$ cat config.mk
export PLATFORM = sky130hd
export DESIGN_NAME = dgp_preproc
export DESIGN_NICKNAME = d
export VERILOG_FILES = /design/src/dgp_pkg.sv /design/src/dgp_preproc.sv
export SDC_FILE = /design/constraint.sdc
export NUM_CORES = 2
export LEC_CHECK = 0
export ABC_AREA = 1
export ABC_CLOCK_PERIOD_IN_PS = 16700
export BUFFER_PORTS_ARGS = -buffer_cell sky130_fd_sc_hd__buf_2
export CAP_MARGIN = 20
export CORE_MARGIN = 5
export CORE_UTILIZATION = 60
export DETAILED_ROUTE_END_ITERATION = 10
export HOLD_SLACK_MARGIN = 0.05
export PLACE_DENSITY = 0.76
export SLEW_MARGIN = 20
export SYNTH_ARGS = -nofsm -noshare
export SYNTH_HDL_FRONTEND = slang
export SYNTH_SLANG_ARGS = --single-unit
$ cat constraint.sdc
create_clock -name CLK_I -period 16.7 [get_ports CLK_I]
set_input_delay 3.34 -clock CLK_I [delete_from_list [all_inputs] [get_ports CLK_I]]
set_output_delay 3.34 -clock CLK_I [all_outputs]
set_load 0.01 [all_outputs]
$ cat src/dgp_pkg.sv
// package: constants and types shared by the doppler gate preprocessor
package dgp_pkg;

  // ----------------------------------------------------------------
  // data widths
  // ----------------------------------------------------------------
  localparam int SAMPLE_W = 11;
  localparam int CANC_W = 13;
  localparam int WORD_W = 16;
  localparam int MAG_W = 12;
  localparam int ACC_W = 14;
  localparam int REG_W = 16;

  // ----------------------------------------------------------------
  // gate and transform geometry
  // ----------------------------------------------------------------
  localparam int GATE_LEN = 10;
  localparam int HALF_LEN = 5;
  localparam int CANC_SKIP = 2;
  localparam int DFT_N = 8;
  localparam int SCRATCH_WORDS = 14;
  localparam int SAT_BITS = 4;
  localparam int PROG_LEN = 80;
  localparam int PASS_COUNT = 12;
  localparam int PLAIN_STEPS = 4;
  localparam int MULT_STEPS = 9;
  localparam int EMIT_START = 58;

  // ----------------------------------------------------------------
  // timing: one program cycle in 7.75 us at a 50 ns clock
  // ----------------------------------------------------------------
  localparam int CLK_PERIOD_NS = 50;
  localparam int PROG_TIME_NS = 7750;
  localparam int PROG_CYCLES = PROG_TIME_NS / CLK_PERIOD_NS;
  localparam int SLOW_INSTR = PROG_CYCLES - PROG_LEN;

  // ----------------------------------------------------------------
  // multiplier truncation corrections
  // ----------------------------------------------------------------
  localparam logic [2:0] CORR_POS_DIV8 = 3'h0;
  localparam logic [2:0] CORR_POS_OTHER = 3'h1;
  localparam logic [2:0] CORR_NEG_EVEN = 3'h3;
  localparam logic [2:0] CORR_NEG_ODD = 3'h4;

  // ----------------------------------------------------------------
  // register map and reset values
  // ----------------------------------------------------------------
  localparam logic [1:0] REG_CTRL = 2'h0;
  localparam logic [1:0] REG_STATUS = 2'h1;
  localparam logic [1:0] REG_GATES = 2'h2;
  localparam int CTRL_RESYNC_BIT = 0;
  localparam logic [REG_W-1:0] GATES_RESET = 16'h0000;

  // ----------------------------------------------------------------
  // types
  // ----------------------------------------------------------------
  typedef struct packed {
    logic [SAMPLE_W-1:0] i;
    logic [SAMPLE_W-1:0] q;
  } dgp_sample_t;

  typedef struct packed {
    logic signed [WORD_W-1:0] re;
    logic signed [WORD_W-1:0] im;
  } dgp_cplx_t;

  typedef struct packed {
    dgp_cplx_t y1;
    dgp_cplx_t y2;
  } dgp_pair_t;

  typedef struct packed {
    dgp_cplx_t word;
    logic [2:0] bin;
    logic interference;
    logic saturated;
  } dgp_result_t;

  typedef enum logic [3:0] {
    P_NOP = 4'h0,
    P_FIRST_OPERAND_LOAD = 4'h1,
    P_SECOND_OPERAND_LOAD = 4'h2,
    P_XFER_SECOND_OPERAND_LOAD = 4'h3,
    P_CAPTURE = 4'h4,
    P_MUL_RE = 4'h5,
    P_MUL_IM = 4'h6,
    P_WRITE_Y1 = 4'h7,
    P_WRITE_Y2 = 4'h8,
    P_EMIT = 4'h9
  } dgp_pulse_t;

  typedef struct packed {
    dgp_pulse_t pulse;
    logic mode_i;
    logic [3:0] addr;
  } dgp_instr_t;

  // pass kind: bit1 = multiplier pass, bit0 = imaginary-mode final combine
  typedef struct packed {
    logic [1:0] kind;
    logic [2:0] a;
    logic [2:0] b;
  } dgp_pass_t;

  localparam logic [1:0] PASS_T1 = 2'h0;
  localparam logic [1:0] PASS_T2 = 2'h1;
  localparam logic [1:0] PASS_T3 = 2'h2;
  localparam logic [1:0] PASS_T4 = 2'h3;

  // in-place butterflies over bit-reversed inputs, three columns of four
  localparam dgp_pass_t PASS_TABLE [PASS_COUNT] = '{
    '{PASS_T1, 3'h0, 3'h1}, '{PASS_T1, 3'h2, 3'h3},
    '{PASS_T1, 3'h4, 3'h5}, '{PASS_T1, 3'h6, 3'h7},
    '{PASS_T1, 3'h0, 3'h2}, '{PASS_T2, 3'h1, 3'h3},
    '{PASS_T1, 3'h4, 3'h6}, '{PASS_T2, 3'h5, 3'h7},
    '{PASS_T1, 3'h0, 3'h4}, '{PASS_T3, 3'h1, 3'h5},
    '{PASS_T2, 3'h2, 3'h6}, '{PASS_T4, 3'h3, 3'h7}
  };

endpackage : dgp_pkg

$ cat src/dgp_preproc.sv
// module: per-range-gate doppler preprocessing pipeline
`timescale 1ns/1ps
`default_nettype none

// What this block does
// - each of ten pulses gets magnitude |I| plus |Q|.
// - ten magnitudes summed and halved: five times the average.
// - magnitudes delayed, then compared one by one; any excess sets interference.
// - interference held through the gate's transform, suppressing its crossings.
// - saturation when top four offset-binary bits of I or Q are equal.
// - saturation held over all ten samples, then stored, voiding the gate.
// - canceller forms A-2B+C per rail using ones complement plus carry.
// - canceller steps on each read strobe; first two outputs ignored.
// - canceller path widened from 11 to 13 bits.
// - zero doppler filter sums two five-sample magnitudes on read strobes.
// - last eight canceller outputs of ten go into scratch memory.
// - transform sequenced by a fixed 80-instruction program.
// - 32-bit complex words, 14 of them in scratch memory.
// - combiner takes two complex operands, forms sums and differences, two modes.
// - three columns of passes, each overwriting its consumed inputs.
// - four pass types: real, imaginary, real with multiply, imaginary with multiply.
// - multiply passes first combine operand two with itself in imaginary mode.
// - first load latches operand one; second load latches two, shifts one.
// - combiner results written back; capture pulse grabs left half for multiply.
// - 1/sqrt2 formed as shifted sum 1/2+1/8+1/16+1/64+1/256.
// - real then imaginary products stored, then selectors switched to product.
// - finished transform outputs strobed out to the weighting stage.
// - multiplier adds 0, 1, 3 or 4 to offset truncation.
// - program cycle lasts 7.75 us; instructions carry pulse and address fields.
module dgp_preproc
  import dgp_pkg::*;
(
  // clock and reset
  input wire logic CLK_I,
  input wire logic NRST_I,
  // corner-turning memory readout
  input wire logic MEM_STROBE_I,
  input wire dgp_sample_t MEM_SAMPLE_I,
  // register port
  input wire logic [1:0] REG_ADDR_I,
  input wire logic [REG_W-1:0] REG_WDATA_I,
  input wire logic REG_WR_I,
  input wire logic REG_RD_I,
  output logic [REG_W-1:0] REG_RDATA_O,
  // weighting and threshold side
  output logic DFT_STROBE_O,
  output var dgp_result_t DFT_OUT_O,
  output logic [WORD_W-1:0] ZVF_MAG_O,
  output logic BUSY_O
);

  // ----------------------------------------------------------------
  // functions
  // ----------------------------------------------------------------
  // offset binary to two's complement, widened to the canceller width
  function automatic logic signed [CANC_W-1:0] to_tc(input logic [SAMPLE_W-1:0] s);
    return {{(CANC_W-SAMPLE_W+1){~s[SAMPLE_W-1]}}, s[SAMPLE_W-2:0]};
  endfunction : to_tc

  // |a| + |b|
  function automatic logic [WORD_W-1:0] abs_sum(input logic signed [WORD_W-1:0] a,
                                                input logic signed [WORD_W-1:0] b);
    logic [WORD_W-1:0] ma;
    logic [WORD_W-1:0] mb;
    ma = a[WORD_W-1] ? WORD_W'(-a) : WORD_W'(a);
    mb = b[WORD_W-1] ? WORD_W'(-b) : WORD_W'(b);
    return WORD_W'(ma + mb);
  endfunction : abs_sum

  // a - 2b + c, subtraction by ones complement and a carry of one
  function automatic logic signed [CANC_W-1:0] cancel(input logic signed [CANC_W-1:0] a,
                                                      input logic signed [CANC_W-1:0] b,
                                                      input logic signed [CANC_W-1:0] c);
    logic [CANC_W-1:0] twob;
    twob = {b[CANC_W-2:0], 1'b0};
    return CANC_W'(a + c + (~twob) + 13'h1);
  endfunction : cancel

  // complex combiner: mode real sums/differences, mode imaginary rotates x2
  function automatic dgp_pair_t combine(input dgp_cplx_t x1, input dgp_cplx_t x2,
                                        input logic mode_i);
    dgp_pair_t r;
    if (!mode_i) begin
      r.y1.re = WORD_W'(x1.re + x2.re);
      r.y1.im = WORD_W'(x1.im + x2.im);
      r.y2.re = WORD_W'(x1.re - x2.re);
      r.y2.im = WORD_W'(x1.im - x2.im);
    end else begin
      r.y1.re = WORD_W'(x1.re - x2.im);
      r.y1.im = WORD_W'(x1.im + x2.re);
      r.y2.re = WORD_W'(x1.re + x2.im);
      r.y2.im = WORD_W'(x1.im - x2.re);
    end
    return r;
  endfunction : combine

  // shift-add 1/sqrt2 with truncation correction
  function automatic logic signed [WORD_W-1:0] mul_isqrt2(input logic signed [WORD_W-1:0] x);
    logic signed [WORD_W-1:0] s;
    logic [2:0] c;
    if (!x[WORD_W-1]) begin
      c = (x[2:0] == 3'h0) ? CORR_POS_DIV8 : CORR_POS_OTHER;
    end else begin
      c = x[0] ? CORR_NEG_ODD : CORR_NEG_EVEN;
    end
    s = WORD_W'((x >>> 1) + (x >>> 3) + (x >>> 4) + (x >>> 6) + (x >>> 8));
    return WORD_W'(s + $signed({13'h0, c}));
  endfunction : mul_isqrt2

  // three-bit bit reversal for in-place transform order
  function automatic logic [2:0] bitrev3(input logic [2:0] k);
    return {k[0], k[1], k[2]};
  endfunction : bitrev3

  // one step of one pass
  function automatic dgp_instr_t pass_step(input dgp_pass_t ps, input logic [3:0] step);
    dgp_instr_t ins;
    ins.pulse = P_NOP;
    ins.mode_i = ps.kind[0];
    ins.addr = {1'b0, ps.a};
    unique case ({ps.kind[1], step})
      5'h00: ins.pulse = P_FIRST_OPERAND_LOAD;
      5'h01: begin
        ins.pulse = P_SECOND_OPERAND_LOAD;
        ins.addr = {1'b0, ps.b};
      end
      5'h02: ins.pulse = P_WRITE_Y1;
      5'h03: begin
        ins.pulse = P_WRITE_Y2;
        ins.addr = {1'b0, ps.b};
      end
      5'h10: begin
        ins.pulse = P_FIRST_OPERAND_LOAD;
        ins.addr = {1'b0, ps.b};
      end
      5'h11: begin
        ins.pulse = P_SECOND_OPERAND_LOAD;
        ins.addr = {1'b0, ps.b};
      end
      5'h12: begin
        ins.pulse = P_CAPTURE;
        ins.mode_i = 1'b1;
      end
      5'h13: ins.pulse = P_MUL_RE;
      5'h14: ins.pulse = P_MUL_IM;
      5'h15: ins.pulse = P_FIRST_OPERAND_LOAD;
      5'h16: ins.pulse = P_XFER_SECOND_OPERAND_LOAD;
      5'h17: ins.pulse = P_WRITE_Y1;
      5'h18: begin
        ins.pulse = P_WRITE_Y2;
        ins.addr = {1'b0, ps.b};
      end
      default: ins.pulse = P_NOP;
    endcase
    return ins;
  endfunction : pass_step

  // hard-wired program: twelve passes, eight output strobes, then idle
  function automatic dgp_instr_t decode(input logic [6:0] pc);
    dgp_instr_t ins;
    int start;
    int len;
    int step;
    ins = '{P_NOP, 1'b0, 4'h0};
    start = 0;
    for (int p = 0; p < PASS_COUNT; p++) begin
      len = PASS_TABLE[p].kind[1] ? MULT_STEPS : PLAIN_STEPS;
      step = int'(pc) - start;
      if (step >= 0 && step < len) begin
        ins = pass_step(PASS_TABLE[p], step[3:0]);
      end
      start = start + len;
    end
    if (int'(pc) >= EMIT_START && int'(pc) < EMIT_START + DFT_N) begin
      ins = '{P_EMIT, 1'b0, 4'(int'(pc) - EMIT_START)};
    end
    return ins;
  endfunction : decode

  // ----------------------------------------------------------------
  // state
  // ----------------------------------------------------------------
  logic [3:0] cnt_ff;
  logic [REG_W-1:0] gates_ff;
  logic [MAG_W-1:0] mag_sr_ff [GATE_LEN];
  logic [WORD_W-1:0] mag_sum_ff;
  logic [WORD_W-1:0] ref_ff;
  logic cmp_run_ff;
  logic [3:0] cmp_idx_ff;
  logic int_run_ff;
  logic int_gate_ff;
  logic sat_run_ff;
  logic sat_gate_ff;
  logic signed [CANC_W-1:0] a_i_ff, a_q_ff, b_i_ff, b_q_ff;
  logic signed [ACC_W-1:0] acc_i_ff, acc_q_ff;
  logic [WORD_W-1:0] zmag1_ff;
  logic [WORD_W-1:0] zvf_hold_ff;
  logic busy_ff;
  logic half_ff;
  logic [6:0] pc_ff;
  dgp_cplx_t scratch_ff [SCRATCH_WORDS];
  dgp_cplx_t op1_ff, op1b_ff, op2_ff, cap_ff, prod_ff;

  // ----------------------------------------------------------------
  // sample front end decode
  // ----------------------------------------------------------------
  // group position and register writes
  wire resync = REG_WR_I && (REG_ADDR_I == REG_CTRL) && REG_WDATA_I[CTRL_RESYNC_BIT];
  wire first = MEM_STROBE_I && (cnt_ff == 4'h0);
  wire last = MEM_STROBE_I && (cnt_ff == 4'(GATE_LEN - 1));
  wire signed [CANC_W-1:0] cur_i = to_tc(MEM_SAMPLE_I.i);
  wire signed [CANC_W-1:0] cur_q = to_tc(MEM_SAMPLE_I.q);
  // magnitude of this pulse
  wire [WORD_W-1:0] mag_full = abs_sum({{3{cur_i[CANC_W-1]}}, cur_i},
                                       {{3{cur_q[CANC_W-1]}}, cur_q});
  wire [MAG_W-1:0] mag = mag_full[MAG_W-1:0];
  wire [WORD_W-1:0] sum_now = first ? mag_full : WORD_W'(mag_sum_ff + mag_full);
  // top four bits all ones or all zeros on either rail
  wire [SAT_BITS-1:0] top_i = MEM_SAMPLE_I.i[SAMPLE_W-1 -: SAT_BITS];
  wire [SAT_BITS-1:0] top_q = MEM_SAMPLE_I.q[SAMPLE_W-1 -: SAT_BITS];
  wire sat_hit = MEM_STROBE_I && ((&top_i) || !(|top_i) || (&top_q) || !(|top_q));
  wire sat_acc = (first ? 1'b0 : sat_run_ff) | sat_hit;
  // sequential comparison against five times the average
  wire cmp_hit = cmp_run_ff && ({4'h0, mag_sr_ff[cmp_idx_ff]} > ref_ff);
  wire cmp_done = cmp_run_ff && (cmp_idx_ff == 4'(GATE_LEN - 1));
  wire int_acc = cmp_hit | (first ? 1'b0 : int_run_ff);

  // ----------------------------------------------------------------
  // canceller and zero doppler filter
  // ----------------------------------------------------------------
  wire signed [CANC_W-1:0] canc_i = cancel(a_i_ff, b_i_ff, cur_i);
  wire signed [CANC_W-1:0] canc_q = cancel(a_q_ff, b_q_ff, cur_q);
  wire canc_we = MEM_STROBE_I && (cnt_ff >= 4'(CANC_SKIP));
  wire [2:0] canc_addr = bitrev3(3'(cnt_ff - 4'(CANC_SKIP)));
  wire zvf_start = (cnt_ff == 4'h0) || (cnt_ff == 4'(HALF_LEN));
  wire signed [ACC_W-1:0] zsum_i = zvf_start ? ACC_W'(cur_i) : ACC_W'(acc_i_ff + cur_i);
  wire signed [ACC_W-1:0] zsum_q = zvf_start ? ACC_W'(cur_q) : ACC_W'(acc_q_ff + cur_q);
  wire [WORD_W-1:0] zmag = abs_sum(WORD_W'(zsum_i), WORD_W'(zsum_q));

  // ----------------------------------------------------------------
  // transform datapath decode
  // ----------------------------------------------------------------
  wire dgp_instr_t ins = decode(pc_ff);
  wire exec = busy_ff && !half_ff;
  wire dgp_pulse_t pulse = exec ? ins.pulse : P_NOP;
  wire dgp_cplx_t rd_word = scratch_ff[ins.addr];
  wire dgp_pair_t comb = combine(op1b_ff, op2_ff, ins.mode_i);
  wire pc_end = (pc_ff == 7'(PROG_LEN - 1));
  wire slow = (int'(pc_ff) < SLOW_INSTR);

  // ----------------------------------------------------------------
  // group counter and gate counter
  // ----------------------------------------------------------------
  always_ff @(posedge CLK_I) begin
    if (!NRST_I || resync) begin
      cnt_ff <= 4'h0;
    end else if (MEM_STROBE_I) begin
      cnt_ff <= last ? 4'h0 : 4'(cnt_ff + 4'h1);
    end
  end

  always_ff @(posedge CLK_I) begin
    if (!NRST_I) begin
      gates_ff <= GATES_RESET;
    end else if (last) begin
      gates_ff <= REG_W'(gates_ff + 16'h1);
    end
  end

  // ----------------------------------------------------------------
  // interference eliminator
  // ----------------------------------------------------------------
  // magnitude delay line, sum and reference
  always_ff @(posedge CLK_I) begin
    if (MEM_STROBE_I) begin
      mag_sr_ff[0] <= mag;
      for (int k = 1; k < GATE_LEN; k++) mag_sr_ff[k] <= mag_sr_ff[k-1];
      mag_sum_ff <= sum_now;
    end
  end

  always_ff @(posedge CLK_I) begin
    if (!NRST_I) begin
      ref_ff <= 16'h0000;
      cmp_run_ff <= 1'b0;
      cmp_idx_ff <= 4'h0;
      int_run_ff <= 1'b0;
      int_gate_ff <= 1'b0;
    end else begin
      if (last) begin
        ref_ff <= sum_now >> 1;
        cmp_run_ff <= 1'b1;
        cmp_idx_ff <= 4'h0;
      end else if (cmp_run_ff) begin
        cmp_run_ff <= !cmp_done;
        cmp_idx_ff <= 4'(cmp_idx_ff + 4'h1);
      end
      if (MEM_STROBE_I || cmp_run_ff) begin
        int_run_ff <= int_acc;
      end
      if (cmp_done) begin
        int_gate_ff <= int_acc;
      end
    end
  end

  // ----------------------------------------------------------------
  // saturation detector
  // ----------------------------------------------------------------
  always_ff @(posedge CLK_I) begin
    if (!NRST_I) begin
      sat_run_ff <= 1'b0;
      sat_gate_ff <= 1'b0;
    end else if (MEM_STROBE_I) begin
      sat_run_ff <= sat_acc;
      if (last) begin
        sat_gate_ff <= sat_acc;
      end
    end
  end

  // ----------------------------------------------------------------
  // canceller and zero doppler filter registers
  // ----------------------------------------------------------------
  always_ff @(posedge CLK_I) begin
    if (!NRST_I) begin
      a_i_ff <= 13'h0000;
      a_q_ff <= 13'h0000;
      b_i_ff <= 13'h0000;
      b_q_ff <= 13'h0000;
      acc_i_ff <= 14'h0000;
      acc_q_ff <= 14'h0000;
      zmag1_ff <= 16'h0000;
      zvf_hold_ff <= 16'h0000;
    end else if (MEM_STROBE_I) begin
      a_i_ff <= b_i_ff;
      a_q_ff <= b_q_ff;
      b_i_ff <= cur_i;
      b_q_ff <= cur_q;
      acc_i_ff <= zsum_i;
      acc_q_ff <= zsum_q;
      if (cnt_ff == 4'(HALF_LEN - 1)) begin
        zmag1_ff <= zmag;
      end
      if (last) begin
        zvf_hold_ff <= WORD_W'(zmag1_ff + zmag);
      end
    end
  end

  // ----------------------------------------------------------------
  // transform controller: 75 two-cycle then 5 one-cycle instructions
  // ----------------------------------------------------------------
  always_ff @(posedge CLK_I) begin
    if (!NRST_I) begin
      busy_ff <= 1'b0;
      half_ff <= 1'b0;
      pc_ff <= 7'h00;
    end else if (last) begin
      busy_ff <= 1'b1;
      half_ff <= 1'b0;
      pc_ff <= 7'h00;
    end else if (busy_ff) begin
      if (slow && !half_ff) begin
        half_ff <= 1'b1;
      end else begin
        half_ff <= 1'b0;
        pc_ff <= 7'(pc_ff + 7'h01);
        busy_ff <= !pc_end;
      end
    end
  end

  // ----------------------------------------------------------------
  // scratch memory: canceller loads, combiner write-back
  // ----------------------------------------------------------------
  always_ff @(posedge CLK_I) begin
    if (canc_we) begin
      scratch_ff[canc_addr] <= '{WORD_W'(canc_i), WORD_W'(canc_q)};
    end else if (pulse == P_WRITE_Y1) begin
      scratch_ff[ins.addr] <= comb.y1;
    end else if (pulse == P_WRITE_Y2) begin
      scratch_ff[ins.addr] <= comb.y2;
    end
  end

  // ----------------------------------------------------------------
  // operand registers, capture and multiplier
  // ----------------------------------------------------------------
  always_ff @(posedge CLK_I) begin
    if (!NRST_I) begin
      op1_ff <= '0;
      op1b_ff <= '0;
      op2_ff <= '0;
      cap_ff <= '0;
      prod_ff <= '0;
    end else begin
      unique case (pulse)
        P_FIRST_OPERAND_LOAD: op1_ff <= rd_word;
        P_SECOND_OPERAND_LOAD: begin
          op2_ff <= rd_word;
          op1b_ff <= op1_ff;
        end
        P_XFER_SECOND_OPERAND_LOAD: begin
          op2_ff <= prod_ff;
          op1b_ff <= op1_ff;
        end
        P_CAPTURE: cap_ff <= comb.y1;
        P_MUL_RE: prod_ff.re <= mul_isqrt2(cap_ff.re);
        P_MUL_IM: prod_ff.im <= mul_isqrt2(cap_ff.im);
        default: op1_ff <= op1_ff;
      endcase
    end
  end

  // ----------------------------------------------------------------
  // output strobes to weighting and threshold logic
  // ----------------------------------------------------------------
  always_ff @(posedge CLK_I) begin
    if (!NRST_I) begin
      DFT_STROBE_O <= 1'b0;
      DFT_OUT_O <= '0;
      ZVF_MAG_O <= 16'h0000;
      BUSY_O <= 1'b0;
    end else begin
      DFT_STROBE_O <= (pulse == P_EMIT);
      BUSY_O <= busy_ff;
      if (pulse == P_EMIT) begin
        DFT_OUT_O <= '{rd_word, ins.addr[2:0], int_gate_ff, sat_gate_ff};
        if (ins.addr == 4'h0) begin
          ZVF_MAG_O <= zvf_hold_ff;
        end
      end
    end
  end

  // ----------------------------------------------------------------
  // register read port
  // ----------------------------------------------------------------
  always_ff @(posedge CLK_I) begin
    if (!NRST_I || !REG_RD_I) begin
      REG_RDATA_O <= 16'h0000;
    end else begin
      unique case (REG_ADDR_I)
        REG_STATUS: REG_RDATA_O <= {9'h000, busy_ff, int_gate_ff, sat_gate_ff, cnt_ff};
        REG_GATES: REG_RDATA_O <= gates_ff;
        default: REG_RDATA_O <= 16'h0000;
      endcase
    end
  end

endmodule : dgp_preproc

`default_nettype wire

; After elaboration in Yosys (flattened, before gate mapping)
; Memories as Yosys holds them, arrays and structs flattened. A register that Yosys moved wholly into a read port is not among the register bits.
; Cells that the tools add are included.
[word_totals]
reg_bits = 404
latchBits = 0
ram_bits = 568
mem_bits_ro = 0
inputBits = 45
out_inout_bits = 71
elab_cells = 358
mem_count = 2
[classes]
n_addsub = 51
mul = 0
div = 0
n_lt_le_gt_ge = 29
n_eq_ne = 62
n_shift = 0
mux = 85
bitwise_logic = 9
n_reduce_logical = 80
[mem_list]
columns = memory, words, width, rd, rd_ports_with_merged_regs, write_ports, line_no
row1 = scratch_ff, 14, 32, 1, 0, 1, dgp_preproc.sv:201  ; dgp_cplx_t scratch_ff [SCRATCH_WORDS];
row2 = mag_sr_ff, 10, 12, 10, 1, 10, dgp_preproc.sv:185  ; logic [MAG_W-1:0] mag_sr_ff [GATE_LEN];
[op_table]
columns = op, n
row1 = 4-bit case mux with 4 select lines, 10
row2 = 16-bit adder, 8
row3 = 9-bit 2-to-1 mux, 13
row4 = "4-bit by 2-bit == test with 1-bit output, second input constant", 26
row5 = "8-bit by 1-bit >= comparator with 1-bit output, second input constant", 11
row6 = 16-bit 2-to-1 mux, 5
row7 = "8-bit by 4-bit < comparator with 1-bit output, second input constant", 9
row8 = 32-bit 2-to-1 mux, 2
row9 = 64-bit 2-to-1 mux, 1
row10 = 32-bit case mux with 2 select lines, 1
row11 = 4-bit case mux with 8 select lines, 2
row12 = 16-bit subtractor, 4
row13 = "4-bit by 3-bit == test with 1-bit output, second input constant", 14
row14 = 4-bit logical NOT, 14
row15 = "4-bit by 1-bit == test with 1-bit output, second input constant", 13
row16 = 3-bit 2-to-1 mux, 12
row17 = 15-bit by 13-bit adder with 16-bit output, 2
row18 = 16-bit by 10-bit adder with 16-bit output, 2
row19 = 16-bit by 12-bit adder with 16-bit output, 2
row20 = 16-bit by 4-bit adder with 16-bit output, 2
row21 = 16-bit by 8-bit adder with 16-bit output, 2
row22 = 11-bit negation with 16-bit output, 2
row23 = 14-bit negation with 16-bit output, 2
row24 = 16-bit case mux with 2 select lines, 1
row25 = other kinds (43), 156

; Depth between registers and ports, before layout
[logic_depth]
depth_word = 25
mapped_depth = 41

; Least setup slack after synthesis
; OpenSTA, ideal clock, no wires.
[synth_path]
path_kind = input -> register
from = in MEM_SAMPLE_I[13] in the netlist's numbering
to = reg zvf_hold_ff[15]
setup_time_ns = 0.117
arrival_ns = 8.576
slack_ns = 8.007
stages = 41
path_buffers = 1
path_cell_list = ha_1 -> a21oi_1 -> nand2_1 -> a21oi_1 -> o21ai_0 -> a21boi_0 -> o21ai_0 -> nand2_1 -> nand2_1 -> a21oi_1 -> inv_1 -> nand2_1 -> nand2_1 -> a21oi_1 -> buf_2 -> nand2_1 -> xor2_1 -> inv_1 -> (+5 left out) -> a21boi_0 -> o21ai_0 -> a21oi_1 -> o21bai_1 -> nand2_1 -> nand2_1 -> a21oi_1 -> inv_1 -> nand2_1 -> nand2_1 -> ha_1 -> nand2_1 -> nor2_1 -> nand2_1 -> nand2_1 -> a31oi_1 -> or2_2 -> a32o_1
[synth_via]
elab_chain_cells = 6
[synth_lines]
columns = item, line_no
row1 = from (decl), dgp_preproc.sv:38  ; input wire dgp_sample_t MEM_SAMPLE_I,
row2 = 14-bit by 11-bit adder with 14-bit output, dgp_preproc.sv:236  ; wire signed [ACC_W-1:0] zsum_i = zvf_start ? ACC_W'(cur_i) : ACC_W'(acc_i_ff + cur_i);
row3 = 14-bit 2-to-1 mux (*), dgp_preproc.sv:236
row4 = 14-bit negation with 16-bit output, dgp_preproc.sv:65  ; ma = a[WORD_W-1] ? WORD_W'(-a) : WORD_W'(a);
row5 = 16-bit 2-to-1 mux (*), dgp_preproc.sv:65
row6 = 16-bit adder (*), dgp_preproc.sv:67  ; return WORD_W'(ma + mb);
row7 = named net zmag[14], dgp_preproc.sv:238  ; wire [WORD_W-1:0] zmag = abs_sum(WORD_W'(zsum_i), WORD_W'(zsum_q));
row8 = 16-bit adder (*), dgp_preproc.sv:346  ; zvf_hold_ff <= WORD_W'(zmag1_ff + zmag);
row9 = to (signal assigned), dgp_preproc.sv:346
row10 = to (decl), dgp_preproc.sv:197  ; logic [WORD_W-1:0] zvf_hold_ff;
; The timed path passes the listed nets; every way through them passes the cells marked *.
; A chain may end at the register's enable or synchronous reset.

; Worst setup path in the final report
; Ends and elaborated chain as after synthesis.

==> results_dict.tcl <==
set metrics [dict create \
    wire_per_inst_um 18.1 \
    critPathSlowestCell "a21oi_1" \
    pin_count 116 \
    critPathKind "in2reg" \
    path_common_cell "nand2_1" \
    report.power.total_mw 6.44 \
    first_global_vias 41510 \
    cp_num_buf_inv 5 \
    yosysWarningCount 0 \
    end_kind "flip-flop" \
    firstDrtPassIters 7 \
    fp.dieArea_um2 97100 \
    clock.fmax_mhz 105 \
    ant_nets 0 \
    hold_viol_final 0 \
    finalCritPeriodShare_pct 57.2 \
    path_depth 40 \
    rr_startpoint "pc_ff[5]" \
    cp.arrival_ns 10.12 \
    seqPwrFrac_pct 46.1 \
    synth_top_cell_area_share_pct 32.1 \
    reg2reg_to "scratch_ff[8][11]" \
    cts_hold_buf 0 \
    p_leak_nw 27.4 \
    power.switching_mw 1.81 \
    power.internal_mw 4.63 \
    share_comb_of_total_power_pct 18.4 \
    vias 43928 \
    core_um2 90100 \
    grt_max_degree 114 \
    synthesis.area_um2 54600 \
    rsz0062_at_grt "false" \
    maxCapViolations 0 \
    cp-endpoint "zvf_hold_ff[15]" \
    yosysUniqueCellTypes 63 \
    synth_edf_count 584 \
    grt_pass1_wl_um 222000 \
    rows 110 \
    numCtsBuffers 100 \
    die_h_um 312 \
    async_flop_share_pct 0 \
    final.setup.tns_ns 0 \
    finalSetupViolCount 0 \
    yosysSeqAreaShare_pct 46.5 \
    slew_viol_final 0 \
    fillers 7318 \
    grt_antenna_before_repair 5 \
    ys_top_cells_by_count "nand2_1 (1133), inv_1 (905), edfxtp_1 (584), nand3_1 (550), o21ai_0 (479)" \
    cts.htree.levels 3 \
    portBuffers 100 \
    required_ns 17.27 \
    gr-total-overflow 0 \
    place_congestion 0.974 \
    avgViaCountPerCell 5.61 \
    worst_pin_slew_ns 1.18 \
    drive_gt1_share_pct 5.84 \
    p_clk_share_pct 35.5 \
    dp_hpwl_um 94800 \
    synth_top_area_cell "edfxtp_1" \
    slew_headroom_pct 21.4 \
    syn_avg_cell_area_um2 8.54 \
    cp-start-kind "input port" \
    syn_to_final_growth_pct 9.74 \
    min_path_cells 0 \
    clkLatencyLatePin_ns 0.69 \
    wirelength_um 142000 \
    synth_area_leaders "edfxtp_1 (32%), dfxtp_1 (14%), nand2_1 (7.8%), ha_1 (6.9%), inv_1 (6.2%)" \
    reg2reg_depth 26 \
    post_cts_buffers 0 \
    min_path_type "reg2reg" \
    max_stage_delay_ns 0.61 \
    drtIter0Drc 4014 \
    synth_ff_type "edfxtp_1" \
    finalClockSkew_ns 0.0225 \
    nets 6989 \
    post-synth-top-count-cell "nand2_1" \
    cts_resized 0 \
    cp_max_fo 12 \
    crit_family "compound AO/OA/AOI/OAI gates" \
    crit_path_start "MEM_SAMPLE_I[13]" \
    outcome "complete, no violations" \
    regToRegSetupSlack_ns 9.10 \
    p_per_area_nw_per_um2 108 \
    synth-seq-cells 976 \
    synth_cells 6389 \
    ir_drop_mv 0.118 \
    die_w_um 312 \
    path_clk_slew_ns 0.06 \
    grt_usage_pct 28.3 \
    numClockSinks 976 \
    p_sw_share_pct 28.1 \
    hold_ws_ns 0.436 \
    clock-root-buffer "clkbuf_16" \
    cts_tree "done" \
    drc 0 \
    clk_path_buf_depth 3 \
    initial_utilization_pct 60.6 \
    period_needed_ns 9.55 \
]
## metrics by stage
step | cell area [um^2] | util [%] | instances | setup WS (ns)
4_1_cts | 59900 | 66.4 | 7822 | 7.23
3_5_place_dp | 56600 | 62.7 | 7636 | 6.51
5_1_grt | 59900 | 66.4 | 7824 | 6.38
3_3_place_gp | 56600 | 62.7 | 7636 | 6.58
6_report | 59900 | 66.4 | 7824 | 7.15
2_1_floorplan | 55300 | - | 6590 | 8.01
## final cells by class
| cell class | instances | area, um^2 | area share (%) |
|---|---|---|---|
| multi-input combinational | 4404 | 25300 | 42.3 |
| timing repair buffer | 149 | 885 | 1.48 |
| inverter | 931 | 3500 | 5.84 |
| antenna | 2 | 5.00 | 0.00835 |
| clock buffer | 140 | 2840 | 4.74 |
| clock inverter | 46 | 495 | 0.827 |
| tap | 1176 | 1470 | 2.46 |
| sequential | 976 | 25400 | 42.4 |
## flip-flops by register name, indices dropped and copies added (netlist names), 32 cells and up, named ones only
name,count
scratch_ff,448
mag_sr_ff,120
DFT_OUT_O,37
cap_ff,32
op1_ff,32
op1b_ff,32
op2_ff,32
prod_ff,32
## cell families (layout without fill, tap and decap cells)
logic type | Yosys count | in the layout | share of synthesized area, %
AO/OA/AOI/OAI | 1132 | 1132 | 11.2
other | 1 | 204 | 0.00687
adder cells (fa/ha/maj) | 382 | 382 | 9.88
AND/OR/NAND/NOR | 2438 | 2438 | 19.6
buffers and inverters | 1210 | 1266 | 8.74
multiplexers | 36 | 36 | 0.660
flip-flops | 976 | 976 | 46.5
XOR/XNOR | 214 | 214 | 3.48
## layout by cell type (no fill, tap or decap), drive strengths merged, types with 3 or more instances in the layout
cell	synthesis	layout
nand2	1145	1145
inv	926	931
edfxtp	584	584
nand3	552	552
o21ai	513	513
nor2	495	495
a21oi	450	450
dfxtp	392	392
ha	300	300
conb	1	202
xor2	167	167
buf	119	149
clkbuf	160	140
nand3b	98	98
fa	82	82
nand4	58	58
nor3	57	57
o211ai	50	50
xnor2	45	45
mux2i	36	36
clkinv	5	33
o22ai	21	21
a31oi	18	18
o21bai	18	18
nor4	14	14
a211oi	11	11
or2	11	11
a21o	9	9
o31ai	9	9
bufinv	0	9
a21boi	8	8
a22oi	5	5
o21a	4	4
o221ai	4	4
clkinvlp	0	4
nor3b	3	3
a22o	3	3
## power by group through the flow
| stage | clock network [mW] | registers (mW) | logic [mW] |
|---|---|---|---|
| floorplan | 0 | 3.00 | 0.860 |
| global placement | 0 | 3.01 | 1.13 |
| detailed placement | 0 | 3.02 | 1.17 |
| CTS | 2.31 | 2.97 | 1.18 |
| global route | 2.42 | 2.99 | 1.35 |
| finish | 2.29 | 2.97 | 1.19 |
## routing by layer
metal / vias to the layer above / share of wire, % / GRT usage (%)
met4: 2 / 3.3 / 8.96
met3: 297 / 7.7 / 4.42
li1: 21356 / - / -
met2: 1576 / 46 / 46.3
met1: 20697 / 43 / 39.1
met5: - / 0.0092 / 0
## worst min-delay path by stage
stage	start	endpoint	slack (ns)
global route	mag_sr_ff[0][1]	mag_sr_ff[1][1]	0.44
global placement	mag_sr_ff[4][3]	mag_sr_ff[5][3]	0.42
CTS	mag_sr_ff[0][1]	mag_sr_ff[1][1]	0.43
detailed placement	mag_sr_ff[0][5]	mag_sr_ff[1][5]	0.43
finish	mag_sr_ff[2][10]	mag_sr_ff[3][10]	0.44
floorplan	gates_ff[15]	REG_RDATA_O[15]	0.42
No activity file was read; power rests on OpenSTA's default activity.
